$ cat config.mk
export PLATFORM = sky130hd
export DESIGN_NAME = halt_wakeup_controller
export DESIGN_NICKNAME = d
export VERILOG_FILES = /design/src/rtl/halt_wakeup_pkg.sv /design/src/rtl/restart_if.sv /design/src/rtl/restart_delay.sv /design/src/rtl/halt_wakeup_controller.sv
export SDC_FILE = /design/constraint.sdc
export NUM_CORES = 1
export LEC_CHECK = 0
export BUFFER_PORTS_ARGS = -buffer_cell sky130_fd_sc_hd__buf_2
export CAP_MARGIN = 10
export CORE_ASPECT_RATIO = 1.25
export CORE_MARGIN = 2
export CORE_UTILIZATION = 38
export DETAILED_ROUTE_END_ITERATION = 6
export PLACE_DENSITY = 0.65
export SETUP_SLACK_MARGIN = 0.5
export SLEW_MARGIN = 20
export SYNTH_ARGS = -nofsm -noshare
export SYNTH_HDL_FRONTEND = slang
export SYNTH_SLANG_ARGS = --single-unit
$ cat constraint.sdc
create_clock -name clock_i -period 4.1 [get_ports clock_i]
set_input_delay 0 -clock clock_i [delete_from_list [all_inputs] [get_ports clock_i]]
set_output_delay 0 -clock clock_i [all_outputs]
set_load 0.01 [all_outputs]
$ cat src/rtl/halt_wakeup_pkg.sv
package halt_wakeup_pkg;

  // Restart delay after any wake-up, in system clock periods
  localparam int unsigned RESTART_CYCLES = 1024;
  localparam int unsigned RESTART_WIDTH = 11;
  localparam logic [RESTART_WIDTH-1:0] RESTART_LAST =
    RESTART_WIDTH'(RESTART_CYCLES - 1);
  localparam logic [RESTART_WIDTH-1:0] RESTART_ZERO = 11'h000;

  // Extra cycles before interrupt service after the restart delay
  localparam int unsigned IRQ_EXTRA_CYCLES = 1;

  // Port A and interrupt source widths
  localparam int unsigned PORTA_WIDTH = 8;
  localparam int unsigned IRQ_WIDTH = 8;

  // Instruction clock is the system clock divided by 4, from a divider this wide
  localparam int unsigned SYSDIV_WIDTH = 2;
  localparam logic [SYSDIV_WIDTH-1:0] SYSDIV_ZERO = 2'h0;
  localparam logic [SYSDIV_WIDTH-1:0] SYSDIV_ONE = 2'h1;

  // Watchdog counter: overflow on the tick after it reaches WDT_LIMIT
  localparam int unsigned WDT_WIDTH = 8;
  localparam logic [WDT_WIDTH-1:0] WDT_ZERO = 8'h00;
  localparam logic [WDT_WIDTH-1:0] WDT_ONE = 8'h01;
  localparam logic [WDT_WIDTH-1:0] WDT_LIMIT = 8'hFF;

  // Power-up values of the status flags
  localparam logic POWER_DOWN_RESET = 1'b0;
  localparam logic TIMEOUT_RESET = 1'b0;

  typedef enum logic [2:0] {
    ST_RUN,
    ST_HALTED,
    ST_RESTART,
    ST_IRQ_EXTRA
  } state_type;

  typedef enum logic [2:0] {
    CAUSE_NONE,
    CAUSE_EXT_RESET,
    CAUSE_PORTA,
    CAUSE_IRQ,
    CAUSE_WDT
  } cause_type;

endpackage

$ cat src/rtl/restart_if.sv
`timescale 1ns/10ps
`default_nettype none
interface restart_if;
  logic start;
  logic busy;
  logic done;

  modport ctrl (
    output start,
    input busy,
    input done
  );

  modport counter (
    input start,
    output busy,
    output done
  );
endinterface
`default_nettype wire

$ cat src/rtl/restart_delay.sv
`timescale 1ns/10ps
`default_nettype none
module restart_delay (
  // Clock and reset
  input wire logic clock_i,
  input wire logic resetn_i,
  // Control
  restart_if.counter rif
);

  logic [halt_wakeup_pkg::RESTART_WIDTH-1:0] count_reg;
  logic [halt_wakeup_pkg::RESTART_WIDTH-1:0] count_next;
  logic busy_reg;
  logic busy_next;
  logic done_reg;
  logic done_next;
  wire logic at_last;

  assign at_last = (count_reg == halt_wakeup_pkg::RESTART_LAST);

  // Restart from zero on each start, done on the last count
  always_comb begin
    count_next = count_reg;
    busy_next = busy_reg;
    done_next = 1'b0;
    if (rif.start) begin
      count_next = halt_wakeup_pkg::RESTART_ZERO;
      busy_next = 1'b1;
    end else if (busy_reg) begin
      if (at_last) begin
        busy_next = 1'b0;
        done_next = 1'b1;
      end else begin
        count_next = count_reg + 1'b1;
      end
    end
  end

  always_ff @(posedge clock_i or negedge resetn_i) begin
    if (!resetn_i) begin
      count_reg <= halt_wakeup_pkg::RESTART_ZERO;
      busy_reg <= 1'b0;
      done_reg <= 1'b0;
    end else begin
      count_reg <= count_next;
      busy_reg <= busy_next;
      done_reg <= done_next;
    end
  end

  assign rif.busy = busy_reg;
  assign rif.done = done_reg;

endmodule // restart_delay
`default_nettype wire

$ cat src/rtl/halt_wakeup_controller.sv
// Summary of operation
// - System clock comes from crystal or RC, fixed by a configuration input.
// - In RC mode the secondary pin pulls low at system clock divided by 4.
// - Watchdog oscillator keeps running in power-down unless configured off.
// - Enabled real-time oscillator becomes timer 3 clock, otherwise timer 3 gets none.
// - Real-time oscillator keeps running through halt and power-down.
// - Only the halt instruction enters power-down.
// - Power-down stops system oscillator and holds core at halt; state is kept.
// - Halt clears watchdog; it counts on if oscillator clocked, else stops.
// - Halt sets power-down flag and clears time-out flag.
// - Wake on external reset, enabled port A fall, interrupt or watchdog overflow.
// - External reset wake resets fully; watchdog wake does a watchdog reset.
// - Power-down flag cleared at power-up and by watchdog clear, set by halt.
// - Watchdog time-out in power-down sets time-out, resets only PC and stack.
// - Each port A pin has its own falling-edge wake enable.
// - Port A wake resumes at the instruction after halt.
// - Disabled or stack-blocked interrupt wake resumes after halt, stays pending.
// - Enabled interrupt with stack free wakes into normal vectoring.
// - Interrupt already requested when halt executes cannot wake the device.
// - Every wake waits 1024 system clock periods before running again.
// - Interrupt service entry waits at least one more cycle after the delay.
// - Resuming after halt executes immediately when the delay ends.
// - Watchdog time-out in normal run resets fully and sets time-out.
`timescale 1ns/10ps
`default_nettype none
module halt_wakeup_controller (
  // Clock and reset
  input wire logic clock_i,
  input wire logic resetn_i,
  // Configuration options
  input wire logic osc_mode_rc_i,
  input wire logic wdt_osc_enable_i,
  input wire logic wdt_clk_from_osc_i,
  input wire logic rtc_enable_i,
  input wire logic [halt_wakeup_pkg::PORTA_WIDTH-1:0] porta_wake_en_i,
  // Pins and other oscillators
  input wire logic external_reset_pin_n_i,
  input wire logic [halt_wakeup_pkg::PORTA_WIDTH-1:0] porta_pin_i,
  input wire logic wdt_osc_clk_i,
  input wire logic rtc_osc_clk_i,
  // Core status and instructions
  input wire logic halt_exec_i,
  input wire logic watchdog_clear_instruction_i,
  input wire logic [halt_wakeup_pkg::IRQ_WIDTH-1:0] irq_request_i,
  input wire logic [halt_wakeup_pkg::IRQ_WIDTH-1:0] irq_enable_i,
  input wire logic stack_full_i,
  // Clock control
  output logic sysclk_source_rc_o,
  output logic sysclk_run_o,
  output logic sysclk_osc_output_o,
  output logic sysclk_osc_output_oe_n_o,
  output logic wdt_osc_run_o,
  output logic timer3_clk_o,
  // Core control
  output logic core_hold_o,
  output logic core_reset_full_o,
  output logic core_reset_pcsp_o,
  output logic resume_next_o,
  output logic irq_vector_o,
  output logic [halt_wakeup_pkg::IRQ_WIDTH-1:0] irq_pending_o,
  // Status flags
  output logic power_down_flag_o,
  output logic watchdog_timeout_flag_o
);

  localparam int unsigned PW = halt_wakeup_pkg::PORTA_WIDTH;
  localparam int unsigned IW = halt_wakeup_pkg::IRQ_WIDTH;

  // Reset release through two flops
  logic rst_meta_reg;
  logic rst_n;

  always_ff @(posedge clock_i or negedge resetn_i) begin
    if (!resetn_i) begin
      rst_meta_reg <= 1'b0;
      rst_n <= 1'b0;
    end else begin
      rst_meta_reg <= 1'b1;
      rst_n <= rst_meta_reg;
    end
  end

  // Two-flop synchronisers for pins and other oscillators
  logic [PW+2:0] sync1_reg;
  logic [PW+2:0] sync2_reg;
  logic [PW+2:0] prev_reg;

  always_ff @(posedge clock_i or negedge rst_n) begin
    if (!rst_n) begin
      sync1_reg <= '1;
      sync2_reg <= '1;
      prev_reg <= '1;
    end else begin
      sync1_reg <= {rtc_osc_clk_i, wdt_osc_clk_i, external_reset_pin_n_i,
                    porta_pin_i};
      sync2_reg <= sync1_reg;
      prev_reg <= sync2_reg;
    end
  end

  wire logic [PW-1:0] porta_s;
  wire logic [PW-1:0] porta_prev;
  wire logic ext_reset_s;
  wire logic wdt_osc_s;
  wire logic wdt_osc_rise;
  wire logic rtc_s;

  assign porta_s = sync2_reg[PW-1:0];
  assign porta_prev = prev_reg[PW-1:0];
  assign ext_reset_s = ~sync2_reg[PW];
  assign wdt_osc_s = sync2_reg[PW+1];
  assign wdt_osc_rise = wdt_osc_s & ~prev_reg[PW+1];
  assign rtc_s = sync2_reg[PW+2];

  // State and cause
  halt_wakeup_pkg::state_type state_reg;
  halt_wakeup_pkg::state_type state_next;
  halt_wakeup_pkg::cause_type cause_reg;
  halt_wakeup_pkg::cause_type cause_next;

  restart_if rif ();

  restart_delay u_restart (
    .clock_i(clock_i),
    .resetn_i(rst_n),
    .rif(rif)
  );

  // Instruction clock divider, stops with the system oscillator
  logic [halt_wakeup_pkg::SYSDIV_WIDTH-1:0] div_reg;
  wire logic sys_running;
  wire logic instr_tick;

  assign sys_running = (state_reg != halt_wakeup_pkg::ST_HALTED);
  assign instr_tick = sys_running & (div_reg == halt_wakeup_pkg::SYSDIV_ZERO);

  always_ff @(posedge clock_i or negedge rst_n) begin
    if (!rst_n) begin
      div_reg <= halt_wakeup_pkg::SYSDIV_ZERO;
    end else if (sys_running) begin
      div_reg <= div_reg + halt_wakeup_pkg::SYSDIV_ONE;
    end
  end

  // Watchdog counter
  logic [halt_wakeup_pkg::WDT_WIDTH-1:0] wdt_reg;
  logic [halt_wakeup_pkg::WDT_WIDTH-1:0] wdt_next;
  wire logic wdt_tick;
  wire logic wdt_overflow;
  wire logic halt_take;

  assign halt_take = (state_reg == halt_wakeup_pkg::ST_RUN) & halt_exec_i;
  assign wdt_tick = wdt_clk_from_osc_i ?
    (wdt_osc_enable_i & wdt_osc_rise) : instr_tick;
  assign wdt_overflow = wdt_tick & (wdt_reg == halt_wakeup_pkg::WDT_LIMIT);

  always_comb begin
    wdt_next = wdt_reg;
    if (halt_take || watchdog_clear_instruction_i || wdt_overflow ||
        ext_reset_s) begin
      wdt_next = halt_wakeup_pkg::WDT_ZERO;
    end else if (wdt_tick) begin
      wdt_next = wdt_reg + halt_wakeup_pkg::WDT_ONE;
    end
  end

  always_ff @(posedge clock_i or negedge rst_n) begin
    if (!rst_n) begin
      wdt_reg <= halt_wakeup_pkg::WDT_ZERO;
    end else begin
      wdt_reg <= wdt_next;
    end
  end

  // Interrupts already requested at halt are barred from waking
  logic [IW-1:0] irq_block_reg;
  logic [IW-1:0] pending_reg;
  logic [IW-1:0] pending_next;
  wire logic [IW-1:0] irq_wake_vec;
  wire logic [PW-1:0] porta_fall;
  wire logic porta_wake;
  wire logic irq_wake;
  wire logic irq_serviceable;

  assign porta_fall = porta_prev & ~porta_s;
  assign porta_wake = |(porta_fall & porta_wake_en_i);
  assign irq_wake_vec = irq_request_i & ~irq_block_reg;
  assign irq_wake = |irq_wake_vec;
  assign irq_serviceable = |(pending_reg & irq_enable_i) & ~stack_full_i;

  always_ff @(posedge clock_i or negedge rst_n) begin
    if (!rst_n) begin
      irq_block_reg <= '0;
    end else if (halt_take) begin
      irq_block_reg <= irq_request_i;
    end
  end

  // State machine
  always_comb begin
    state_next = state_reg;
    cause_next = cause_reg;
    rif.start = 1'b0;
    case (state_reg)
      halt_wakeup_pkg::ST_RUN: begin
        if (halt_take) begin
          state_next = halt_wakeup_pkg::ST_HALTED;
          cause_next = halt_wakeup_pkg::CAUSE_NONE;
        end
      end
      halt_wakeup_pkg::ST_HALTED: begin
        if (ext_reset_s) begin
          cause_next = halt_wakeup_pkg::CAUSE_EXT_RESET;
        end else if (wdt_overflow) begin
          cause_next = halt_wakeup_pkg::CAUSE_WDT;
        end else if (irq_wake) begin
          cause_next = halt_wakeup_pkg::CAUSE_IRQ;
        end else if (porta_wake) begin
          cause_next = halt_wakeup_pkg::CAUSE_PORTA;
        end
        if (ext_reset_s || wdt_overflow || irq_wake || porta_wake) begin
          state_next = halt_wakeup_pkg::ST_RESTART;
          rif.start = 1'b1;
        end
      end
      halt_wakeup_pkg::ST_RESTART: begin
        if (rif.done) begin
          if (cause_reg == halt_wakeup_pkg::CAUSE_IRQ && irq_serviceable) begin
            state_next = halt_wakeup_pkg::ST_IRQ_EXTRA;
          end else begin
            state_next = halt_wakeup_pkg::ST_RUN;
          end
        end
      end
      halt_wakeup_pkg::ST_IRQ_EXTRA: begin
        state_next = halt_wakeup_pkg::ST_RUN;
      end
      default: begin
        state_next = halt_wakeup_pkg::ST_RUN;
      end
    endcase
  end

  always_ff @(posedge clock_i or negedge rst_n) begin
    if (!rst_n) begin
      state_reg <= halt_wakeup_pkg::ST_RUN;
      cause_reg <= halt_wakeup_pkg::CAUSE_NONE;
    end else begin
      state_reg <= state_next;
      cause_reg <= cause_next;
    end
  end

  // Wake completion decode
  wire logic wake_done;
  wire logic done_ext;
  wire logic done_wdt;
  wire logic done_porta;
  wire logic done_irq;
  wire logic run_wdt_reset;

  assign wake_done = (state_reg == halt_wakeup_pkg::ST_RESTART) & rif.done;
  assign done_ext = wake_done &
    (cause_reg == halt_wakeup_pkg::CAUSE_EXT_RESET);
  assign done_wdt = wake_done & (cause_reg == halt_wakeup_pkg::CAUSE_WDT);
  assign done_porta = wake_done & (cause_reg == halt_wakeup_pkg::CAUSE_PORTA);
  assign done_irq = wake_done & (cause_reg == halt_wakeup_pkg::CAUSE_IRQ);
  assign run_wdt_reset = (state_reg == halt_wakeup_pkg::ST_RUN) &
    wdt_overflow & ~halt_exec_i;

  // Pending interrupts held while requested, until enabled with stack room
  always_comb begin
    pending_next = pending_reg;
    if (state_reg == halt_wakeup_pkg::ST_HALTED && irq_wake &&
        !ext_reset_s && !wdt_overflow) begin
      pending_next = irq_wake_vec;
    end else if (state_reg == halt_wakeup_pkg::ST_RUN) begin
      pending_next = pending_reg & irq_request_i;
      if (!stack_full_i) begin
        pending_next = pending_next & ~irq_enable_i;
      end
    end
  end

  always_ff @(posedge clock_i or negedge rst_n) begin
    if (!rst_n) begin
      pending_reg <= '0;
    end else begin
      pending_reg <= pending_next;
    end
  end

  // Status flags, set wins over clear
  logic power_down_reg;
  logic timeout_reg;

  always_ff @(posedge clock_i or negedge rst_n) begin
    if (!rst_n) begin
      power_down_reg <= halt_wakeup_pkg::POWER_DOWN_RESET;
      timeout_reg <= halt_wakeup_pkg::TIMEOUT_RESET;
    end else begin
      if (halt_take) begin
        power_down_reg <= 1'b1;
      end else if (watchdog_clear_instruction_i) begin
        power_down_reg <= 1'b0;
      end
      if (done_wdt || run_wdt_reset) begin
        timeout_reg <= 1'b1;
      end else if (halt_take) begin
        timeout_reg <= 1'b0;
      end
    end
  end

  // Registered outputs
  always_ff @(posedge clock_i or negedge rst_n) begin
    if (!rst_n) begin
      sysclk_source_rc_o <= 1'b0;
      sysclk_run_o <= 1'b1;
      sysclk_osc_output_o <= 1'b0;
      sysclk_osc_output_oe_n_o <= 1'b1;
      wdt_osc_run_o <= 1'b0;
      timer3_clk_o <= 1'b0;
      core_hold_o <= 1'b0;
      core_reset_full_o <= 1'b0;
      core_reset_pcsp_o <= 1'b0;
      resume_next_o <= 1'b0;
      irq_vector_o <= 1'b0;
      irq_pending_o <= '0;
      power_down_flag_o <= halt_wakeup_pkg::POWER_DOWN_RESET;
      watchdog_timeout_flag_o <= halt_wakeup_pkg::TIMEOUT_RESET;
    end else begin
      sysclk_source_rc_o <= osc_mode_rc_i;
      sysclk_run_o <= (state_next != halt_wakeup_pkg::ST_HALTED);
      sysclk_osc_output_o <= 1'b0;
      sysclk_osc_output_oe_n_o <= ~(osc_mode_rc_i & sys_running &
        ~div_reg[halt_wakeup_pkg::SYSDIV_WIDTH-1]);
      wdt_osc_run_o <= wdt_osc_enable_i;
      timer3_clk_o <= rtc_enable_i & rtc_s;
      core_hold_o <= (state_next != halt_wakeup_pkg::ST_RUN);
      core_reset_full_o <= done_ext | run_wdt_reset |
        ((state_reg == halt_wakeup_pkg::ST_RUN) & ext_reset_s);
      core_reset_pcsp_o <= done_wdt;
      resume_next_o <= done_porta |
        (done_irq & ~irq_serviceable);
      irq_vector_o <= (state_reg == halt_wakeup_pkg::ST_IRQ_EXTRA);
      irq_pending_o <= pending_next;
      power_down_flag_o <= power_down_reg;
      watchdog_timeout_flag_o <= timeout_reg;
    end
  end

endmodule // halt_wakeup_controller
`default_nettype wire

### Word-level counts from Yosys, hierarchy flattened

Index checks and enable logic that the tools add are counted.

| operators by class | value |
|---|---|
| add/sub/neg operators | 3 |
| eq/ne operators | 14 |
| muxes and demuxes | 32 |
| bitwise operators | 37 |
| reduce and logical (&&, ||, !) cells | 26 |

Operator list:

| kind | count |
|---|---|
| bitwise AND 8 bit | 6 |
| two-way mux 8 bit | 5 |
| two-way mux 11 bit | 3 |
| two-way mux 3 bit | 8 |
| inverter 8 bit | 3 |
| OR reduction 8 bit | 3 |
| bitwise AND 1 bit | 18 |
| two-way mux 1 bit | 13 |
| equality test 3 x 2 -> 1 bit (second input constant) | 4 |
| nonzero test 2 bit | 6 |
| adder 11 x 1 -> 11 bit (second input constant) | 1 |
| equality test 11 x 10 -> 1 bit (second input constant) | 1 |
| one-hot mux 3 bit (3 select lines) | 1 |
| adder 8 x 1 -> 8 bit (second input constant) | 1 |
| equality test 8 bit (second input constant) | 1 |
| logical OR 1 bit | 7 |
| inverter 1 bit | 7 |
| equality test 3 x 1 -> 1 bit (second input constant) | 2 |
| != test 3 x 1 -> 1 bit (second input constant) | 2 |
| one-hot mux 3 bit (2 select lines) | 1 |
| != test 5 bit (second input constant) | 1 |
| logical AND 1 bit | 4 |
| != test 2 bit (second input constant) | 2 |
| equality test 3 bit (second input constant) | 1 |
| other kinds (9) | 11 |

| word-level totals | value |
|---|---|
| register bits after elaboration | 93 |
| input port bits | 44 |
| logic and storage cells | 140 |

### Logic depth before layout (Yosys ltp)

Gate-level depths: netlist (run 1).

| logic depth | value |
|---|---|
| depth in word-level cells | 12 |
| gate-level depth with buffers | 9 |
| gate-level depth less buffers | 8 |

### By module

Synthesis (run 1) repeated with hierarchy kept, for this count alone.

| second synthesis, totals | value |
|---|---|
| cells, all modules | 330 |
| area, all modules | 3832.4 um^2 |

Modules (own cells, without submodules):

| module | times used | cells each | area an instance (um^2) |
|---|---|---|---|
| halt_wakeup_controller | 1 | 259 | 3085.5 |
| restart_delay | 1 | 71 | 747.0 |

### Worst setup path before layout (run 1)

OpenSTA, ideal clock, no wires.

| path | value |
|---|---|
| kind | register to register |
| start point | register irq_block_reg[5] |
| end point | register u_restart.count_reg[0] (netlist bit) |
| arrival | 1775 ps |
| data required time | 4028 ps |
| path slack | 2253 ps |
| stages on the path, launching flop included | 8 |
| buffers on the path | 1 |
| cell sequence | dfrtp_1 -> nand2b_1 -> nand4_1 -> or2_1 -> or4b_4 -> o21a_1 -> buf_6 -> nor2_1 |

| between the ends | value |
|---|---|
| cells in the longest elaborated chain, start to end | 9 |
| elaborated cells on any way between the ends | 11 |
| those cells by class | 1 x eq/ne; 3 x mux; 2 x bitwise; 5 x reduce/logical |

RTL lines:

| item | line | RTL |
|---|---|---|
| start: declaration | halt_wakeup_controller.sv:176 | `logic [IW-1:0] irq_block_reg;` |
| start signal: assignment | halt_wakeup_controller.sv:195 | `irq_block_reg <= irq_request_i;` |
| inverter 8 bit (*) | halt_wakeup_controller.sv:187 | `assign irq_wake_vec = irq_request_i & ~irq_block_reg;` |
| bitwise AND 8 bit (*) | halt_wakeup_controller.sv:187 |  |
| OR reduction 8 bit (*) | halt_wakeup_controller.sv:188 | `assign irq_wake = \|irq_wake_vec;` |
| logical OR 1 bit (*) (2 in a row) | halt_wakeup_controller.sv:221 | `if (ext_reset_s \|\| wdt_overflow \|\| irq_wake \|\| porta_wake) begin` |
| two-way mux 1 bit (*) | halt_wakeup_controller.sv:221 |  |
| two-way mux 1 bit (*) | halt_wakeup_controller.sv:204 | `case (state_reg)` |
| != test 2 bit (no line) / nonzero test 2 bit (equally long branches) | -- |  |
| AND reduction 2 bit (no line) | -- |  |
| end signal: assignment | restart_delay.sv:41 | `count_reg <= halt_wakeup_pkg::RESTART_ZERO;` |
| end signal: assignment | restart_delay.sv:45 | `count_reg <= count_next;` |
| end: declaration | restart_delay.sv:11 | `logic [halt_wakeup_pkg::RESTART_WIDTH-1:0] count_reg;` |

Mark *: on every way between the ends. The rest lies on a longest branch, timed or not.
A chain may end at the register's enable or synchronous reset.

### Final worst setup path (run 1)

| path | value |
|---|---|
| start point | register state_reg[1] |
| end point | register wdt_reg[7] (netlist bit) |

| between the ends | value |
|---|---|
| cells in the longest elaborated chain, start to end | 7 |
| elaborated cells on any way between the ends | 11 |
| those cells by class | 1 x eq/ne; 2 x mux; 3 x bitwise; 5 x reduce/logical |

RTL lines:

| item | line | RTL |
|---|---|---|
| start: declaration | halt_wakeup_controller.sv:116 | `halt_wakeup_pkg::state_type state_reg;` |
| start signal: assignment | halt_wakeup_controller.sv:246 | `state_reg <= halt_wakeup_pkg::ST_RUN;` |
| start signal: assignment | halt_wakeup_controller.sv:249 | `state_reg <= state_next;` |
| != test 3 x 1 -> 1 bit | halt_wakeup_controller.sv:134 | `assign sys_running = (state_reg != halt_wakeup_pkg::ST_HALTED);` |
| bitwise AND 1 bit | halt_wakeup_controller.sv:135 | `assign instr_tick = sys_running & (div_reg == halt_wakeup_pkg::SYSDIV_ZERO);` |
| two-way mux 1 bit | halt_wakeup_controller.sv:153 | `assign wdt_tick = wdt_clk_from_osc_i ?` |
| bitwise AND 1 bit | halt_wakeup_controller.sv:155 | `assign wdt_overflow = wdt_tick & (wdt_reg == halt_wakeup_pkg::WDT_LIMIT);` |
| logical OR 1 bit (2 in a row) | halt_wakeup_controller.sv:159 | `if (halt_take \|\| watchdog_clear_instruction_i \|\| wdt_overflow \|\|` |
| two-way mux 8 bit / nonzero test 2 bit (equally long branches) | -- |  |
| end signal: assignment | halt_wakeup_controller.sv:169 | `wdt_reg <= halt_wakeup_pkg::WDT_ZERO;` |
| end signal: assignment | halt_wakeup_controller.sv:171 | `wdt_reg <= wdt_next;` |
| end: declaration | halt_wakeup_controller.sv:146 | `logic [halt_wakeup_pkg::WDT_WIDTH-1:0] wdt_reg;` |

Several ways; a longest one is shown, not always the timed one.

==> results of run 1 <==
worst max-delay path by stage:
stage	start	to	cells after the start	slack, ns
finish	state_reg[1]	wdt_reg[7]	6	1.87
CTS	div_reg[0]	cause_reg[0]	8	1.87
global route	div_reg[1]	cause_reg[0]	8	1.65
floorplan	rst_n	cause_reg[0]	0	1.41
detailed placement	div_reg[1]	cause_reg[0]	8	1.88
global placement	irq_block_reg[5]	cause_reg[0]	6	1.94
power groups by stage:
stage,Clock (mW),Combinational [mW],Sequential [mW]
after floorplan,0,0.166,1.10
after global placement,0,0.243,1.10
after detailed placement,0,0.252,1.10
after CTS,0.801,0.271,1.09
after global routing,0.835,0.305,1.10
final,0.771,0.266,1.09
worst max-delay path, cell delays in order (launching register included):
cell	delay (ns)
dfrtp_1	0.44
nor3_1	0.34
nand2_1	0.44
nand3b_1	0.29
o211ai_1	0.17
or3_1	0.33
a21oi_1	0.16
layout by cell type (no fill, tap or decap), drive strengths merged, types with 2 or more instances in the layout:
master and instances:
a21boi 9, a21oi 4, a22oi 4, and2 2
and3b 2, and4 3, buf 64, clkbuf 13
clkinv 2, conb 3, dfrtp 59, dfstp 33
dlygate4sd3 25, ha 3, inv 6, mux2 9
mux2i 12, nand2 24, nand2b 11, nand3 12
nand3b 4, nand4 9, nor2 21, nor2b 2
nor3 3, nor3b 2, o21ai 18, o22ai 5
or2 2, or3 3, xnor2 5, xor2 9
through the flow:
step	utilization	hold WS [ns]	cells	cell area [µm²]	setup slack (ns)
after floorplan	-	-0.296	291	3620	1.41
final	0.499	0.0559	514	4600	1.87
after CTS	0.499	0.0408	514	4600	1.87
after detailed placement	0.442	-0.210	473	4070	1.88
after global routing	0.499	0.0909	514	4600	1.65
after global placement	0.442	-0.216	473	4070	1.94
layout make-up:
class	instances	area share
Multi-Input combinational cell	189	0.267
Timing Repair Buffer	89	0.124
Clock inverter	3	0.00435
Tap cell	123	0.0334
Inverter	5	0.00408
Clock buffer	13	0.0565
Sequential cell	92	0.510
per-layer routing:
metal | up-vias | share of wire | wire, µm
li1 | 1209 | - | -
met4 | 0 | 0.026 | 182
met5 | - | 0 | 0
met2 | 60 | 0.51 | 3570
met3 | 14 | 0.039 | 274
met1 | 1218 | 0.43 | 2990
repair_timing:
| action | in CTS | in global routing |
|---|---|---|
| setup buffers | 0 | 0 |
| hold buffers | 25 | 0 |
| hold endpoints to repair | 34 | 0 |
cells by family (layout without fill, tap and decap cells):
| kind of cell | Yosys count | in the layout | share of synthesized area |
|---|---|---|---|
| compound gates | 45 | 45 | 0.0788 |
| xor+xnor | 14 | 14 | 0.0339 |
| fa+ha+maj | 3 | 3 | 0.0104 |
| buf+inv | 10 | 110 | 0.0135 |
| flops | 92 | 92 | 0.648 |
| mux | 21 | 21 | 0.0612 |
| other cells | 2 | 3 | 0.00208 |
| simple gates | 103 | 103 | 0.152 |
==> flow_metrics.env, run 1 <==
export IMPL_ys_seq_area_frac=0.648
export IMPL_synth_edf_count=0
export IMPL_power_total_mw=2.12
export IMPL_power_density_nw_per_um2=461
export IMPL_fillers=840
export IMPL_finClkSkew_ns=0.0106
export IMPL_fin_tns_setup_ns=0
export IMPL_syn_avg_cell_area_um2=12.5
export IMPL_combPwrFrac=0.125
export IMPL_initial_core_util=0.392
export IMPL_setup_viol=0
export IMPL_grt_pass1_vias=2656
export IMPL_slew_headroom=0.456
export IMPL_ys_top_cells_by_count="dfrtp_1 (59), dfstp_2 (33), nand2_1 (24)"
export IMPL_p_sw_mw=0.525
export IMPL_period_minus_slack_ns=2.23
export IMPL_cts_buffer_depth=2
export IMPL_wire_per_inst_um=13.6
export IMPL_leakage_nw=2.12
export IMPL_swShare=0.247
export IMPL_die_area_um2=10300
export IMPL_postSynthCellCount=290
export IMPL_grt_pass1_wl_mm=12.1
export IMPL_clk_insertion_delay_late_ns=0.34
export IMPL_tightestPinTransition_ns=0.815
export IMPL_die_h_um=113
export IMPL_hold_path_class="input port to flop"
export IMPL_cts_root_buf="clkbuf_16"
export IMPL_seq_area_um2=2350
export IMPL_hpwl_mm=4.87
export IMPL_netlist_area_um2=3620
export IMPL_sequentialPowerShare=0.512
export IMPL_cp_end_kind="flop"
export IMPL_synthTopCellsByArea="dfrtp_1 (41%), dfstp_2 (24%), mux2i_1 (3.3%)"
export IMPL_drtIter0Drc=97
export IMPL_crit_required_ns=4.36
export IMPL_diodes=0
export IMPL_finalWirelength_mm=7.01
export IMPL_min_path_cells=4
export IMPL_rsz0062_at_grt="no"
export IMPL_gr_max_usage_layer="met2"
export IMPL_cts_max_level=3
export IMPL_fmaxAchievable_mhz=448
export IMPL_routed_via_density=4.87
export IMPL_synth_async_reset_ratio=1.00
export IMPL_regToRegSetupSlack_ns=1.87
export IMPL_synth_most_common_cell="dfrtp_1"
export IMPL_cp_max_fo=15
export IMPL_reg2reg_to="wdt_reg[7]"
export IMPL_vdd_drop_max_v=0.000384
export IMPL_period_share=0.545
export IMPL_grt_use_met1=0.176
export IMPL_area_delta_synth_final_pct=27.2
export IMPL_clk_pin_slew_ns=0.07
export IMPL_port_buffers=63
export IMPL_synth_cell_types=43
export IMPL_cts_buffers=9
export IMPL_grt_max_degree=68
export IMPL_grt_use_met3=0.0333
export IMPL_startpoint_type="flop"
export IMPL_multi_input_area_um2=1230
export IMPL_finalNetCount=433
export IMPL_grt_antenna_before_repair=0
export IMPL_grt_overflow_total=0
export IMPL_synth_top_cell_by_area="dfrtp_1"
export IMPL_route_detailed_drc=0
export IMPL_firstDrtPassIters=4
export IMPL_max_cap_violations=0
export IMPL_cts_repair_resized=0
export IMPL_vias=2501
export IMPL_yosysWarnings=0
export IMPL_hp_start="irq_enable_i[2]"
export IMPL_arrival_ns=2.49
export IMPL_slew_viol_final=0
export IMPL_routabilityCongestion=0.759
export IMPL_netlist_area_leader_share=0.408
export IMPL_synth_main_ff_cell="dfrtp_1"
export IMPL_power_share_clock=0.363
export IMPL_die_x_um=91.3
export IMPL_grtUsageTotal=0.150
export IMPL_worst_hold_path_endpoint="irq_pending_o[2]"
export IMPL_p_int_mw=1.60
export IMPL_tritoncts="yes"
export IMPL_rows=39
export IMPL_reg2reg_from="state_reg[1]"
export IMPL_hold_viol=0
export IMPL_yosys_register_bits=92
export IMPL_critPathKind="flop to flop"
export IMPL_use_met2=0.255
export IMPL_outcome="completed"
export IMPL_io_pins=65
export IMPL_rr_worst_depth=6
export IMPL_drive_above_1_share=0.320
export IMPL_coreArea_um2=9220
export IMPL_ant_nets=0
export IMPL_cts_sinks=92
(Power assumes the default switching activity.)
==> run 2: changes to the inputs <==
- clock period: 4.1 -> 2.1 ns (I/O delays scaled with it)
==> flow_metrics.env, run 2 (same netlist as run 1, synthesis figures left out) <==
export IMPL_outcome="completed"
export IMPL_coreArea_um2=9220
export IMPL_die_x_um=91.3
export IMPL_route_detailed_drc=0
export IMPL_finClkSkew_ns=0.00768
export IMPL_grtUsageTotal=0.152
export IMPL_vdd_drop_max_v=0.000583
export IMPL_startpoint_type="input port"
export IMPL_die_area_um2=10300
export IMPL_clk_insertion_delay_late_ns=0.34
export IMPL_tritoncts="yes"
export IMPL_cts_buffer_depth=2
export IMPL_rr_worst_depth=6
export IMPL_grt_pass1_vias=2721
export IMPL_hp_start="halt_exec_i"
export IMPL_final_cell_mix="buf_2 (63), dfrtp_1 (56), dfstp_2 (33)"
export IMPL_combPwrFrac=0.155
export IMPL_port_buffers=63
export IMPL_ant_nets=0
export IMPL_diodes=0
export IMPL_clk_pin_slew_ns=0.06
export IMPL_final_common_cell="buf_2"
export IMPL_min_path_cells=4
export IMPL_swShare=0.263
export IMPL_period_minus_slack_ns=1.91
export IMPL_firstDrtPassIters=4
export IMPL_slew_viol_final=0
export IMPL_worst_hold_path_endpoint="wdt_reg[6]"
export IMPL_cts_max_level=3
export IMPL_fmaxAchievable_mhz=524
export IMPL_leakage_nw=2.29
export IMPL_area_delta_synth_final_pct=36.9
export IMPL_reg2reg_to="cause_reg[0]"
export IMPL_die_h_um=113
export IMPL_routabilityCongestion=0.833
export IMPL_drtIter0Drc=70
export IMPL_drive_above_1_share=0.416
export IMPL_fin_tns_setup_ns=0
export IMPL_regToRegSetupSlack_ns=0.20
export IMPL_finalNetCount=455
export IMPL_p_int_mw=3.17
export IMPL_hold_path_class="input port to flop"
export IMPL_max_cap_violations=0
export IMPL_hold_viol=0
export IMPL_fillers=780
export IMPL_arrival_ns=2.13
export IMPL_crit_required_ns=2.32
export IMPL_cts_sinks=92
export IMPL_initial_core_util=0.392
export IMPL_grt_pass1_wl_mm=12.3
export IMPL_cp_max_fo=7
export IMPL_sequentialPowerShare=0.491
export IMPL_reg2reg_from="irq_block_reg[1]"
export IMPL_wire_per_inst_um=13.5
export IMPL_power_total_mw=4.30
export IMPL_p_sw_mw=1.13
export IMPL_grt_antenna_before_repair=0
export IMPL_period_share=0.909
export IMPL_finalWirelength_mm=7.23
export IMPL_cp_end_kind="flop"
export IMPL_hpwl_mm=4.90
export IMPL_cts_root_buf="clkbuf_16"
export IMPL_grt_overflow_total=0
export IMPL_rsz0062_at_grt="yes"
export IMPL_power_density_nw_per_um2=868
export IMPL_vias=2566
export IMPL_routed_via_density=4.79
export IMPL_fin_area_um2=4950
export IMPL_placed_area_um2=4150
export IMPL_critPathKind="input port to flop"
export IMPL_setup_viol=0
export IMPL_grt_max_degree=40
export IMPL_power_share_clock=0.354
export IMPL_cts_buffers=9
export IMPL_rows=39
export IMPL_io_pins=65
-- run 2: cell count changes in the layout (fill, tap and decap cells not counted), sizes merged --
cell / change
buf: +19
inv: +4
clkbuf: -3
dlygate4sd3: +2
clkinv: -1
o21a: +1
-- run 2: power groups by stage --
stage | logic, mW | clock network, mW | registers, mW
2_1_floorplan | 0.332 | 0 | 2.14
3_3_place_gp | 0.508 | 0 | 2.13
3_5_place_dp | 0.521 | 0 | 2.14
4_1_cts | 0.618 | 1.56 | 2.11
5_1_grt | 0.746 | 1.64 | 2.14
6_report | 0.666 | 1.52 | 2.11
-- run 2: what timing repair did --
item,4_1_cts,5_1_grt
setup endpoints to repair,37,37
pin swaps,6,12
cloned,1,0
resized for setup,14,18
hold endpoints to repair,35,0
buffers inserted,8,6
hold buffers,27,0
-- run 2: stage by stage --
| step | std cells | worst slack, ns | hold slack (ns) | util |
|---|---|---|---|---|
| after global placement | 478 | 0.222 | -0.216 | 0.450 |
| after global routing | 536 | 0.0881 | 0.0813 | 0.537 |
| after CTS | 530 | 0.228 | 0.0384 | 0.525 |
| after floorplan | 291 | 0.344 | -0.296 | - |
| final | 536 | 0.192 | 0.0592 | 0.537 |
| after detailed placement | 478 | 0.180 | -0.211 | 0.450 |
-- run 2: area by class of cell --
| type | count | area (µm²) | share of cell area |
|---|---|---|---|
| Clock buffer | 10 | 229 | 0.0462 |
| Inverter | 5 | 18.8 | 0.00379 |
| Tap cell | 123 | 154 | 0.0311 |
| Timing Repair Buffer | 110 | 759 | 0.153 |
| Clock inverter | 6 | 52.6 | 0.0106 |
| Multi-Input combinational cell | 190 | 1390 | 0.281 |
| Sequential cell | 92 | 2350 | 0.474 |
-- run 2: worst max-delay path by stage --
stage	startpoint	endpoint	slack (ns)
after floorplan	irq_block_reg[6]	u_restart.count_reg[1]	0.34
after global placement	irq_block_reg[1]	sysclk_run_o	0.22
after detailed placement	state_reg[1]	irq_pending_o[5]	0.18
after CTS	irq_block_reg[6]	cause_reg[0]	0.23
after global routing	irq_block_reg[1]	cause_reg[1]	0.09
final	irq_request_i[1]	cause_reg[0]	0.19
-- run 2: worst max-delay path, stage by stage --
cell and delay [ns]:
buf_2 0.11, dlygate4sd3_1 0.62, nand2b_4 0.10, nand4_1 0.09
or2_1 0.26, or4b_4 0.58, o21a_4 0.27, mux2i_1 0.12
-- run 2: routing by layer --
metal  global-route usage  routed length [µm]  vias up
li1                     -                   -     1248
met5                    0                   0        -
met2                0.256                3710       50
met4               0.0737                 172        0
met3               0.0360                 224       11
met1                0.183                3130     1257
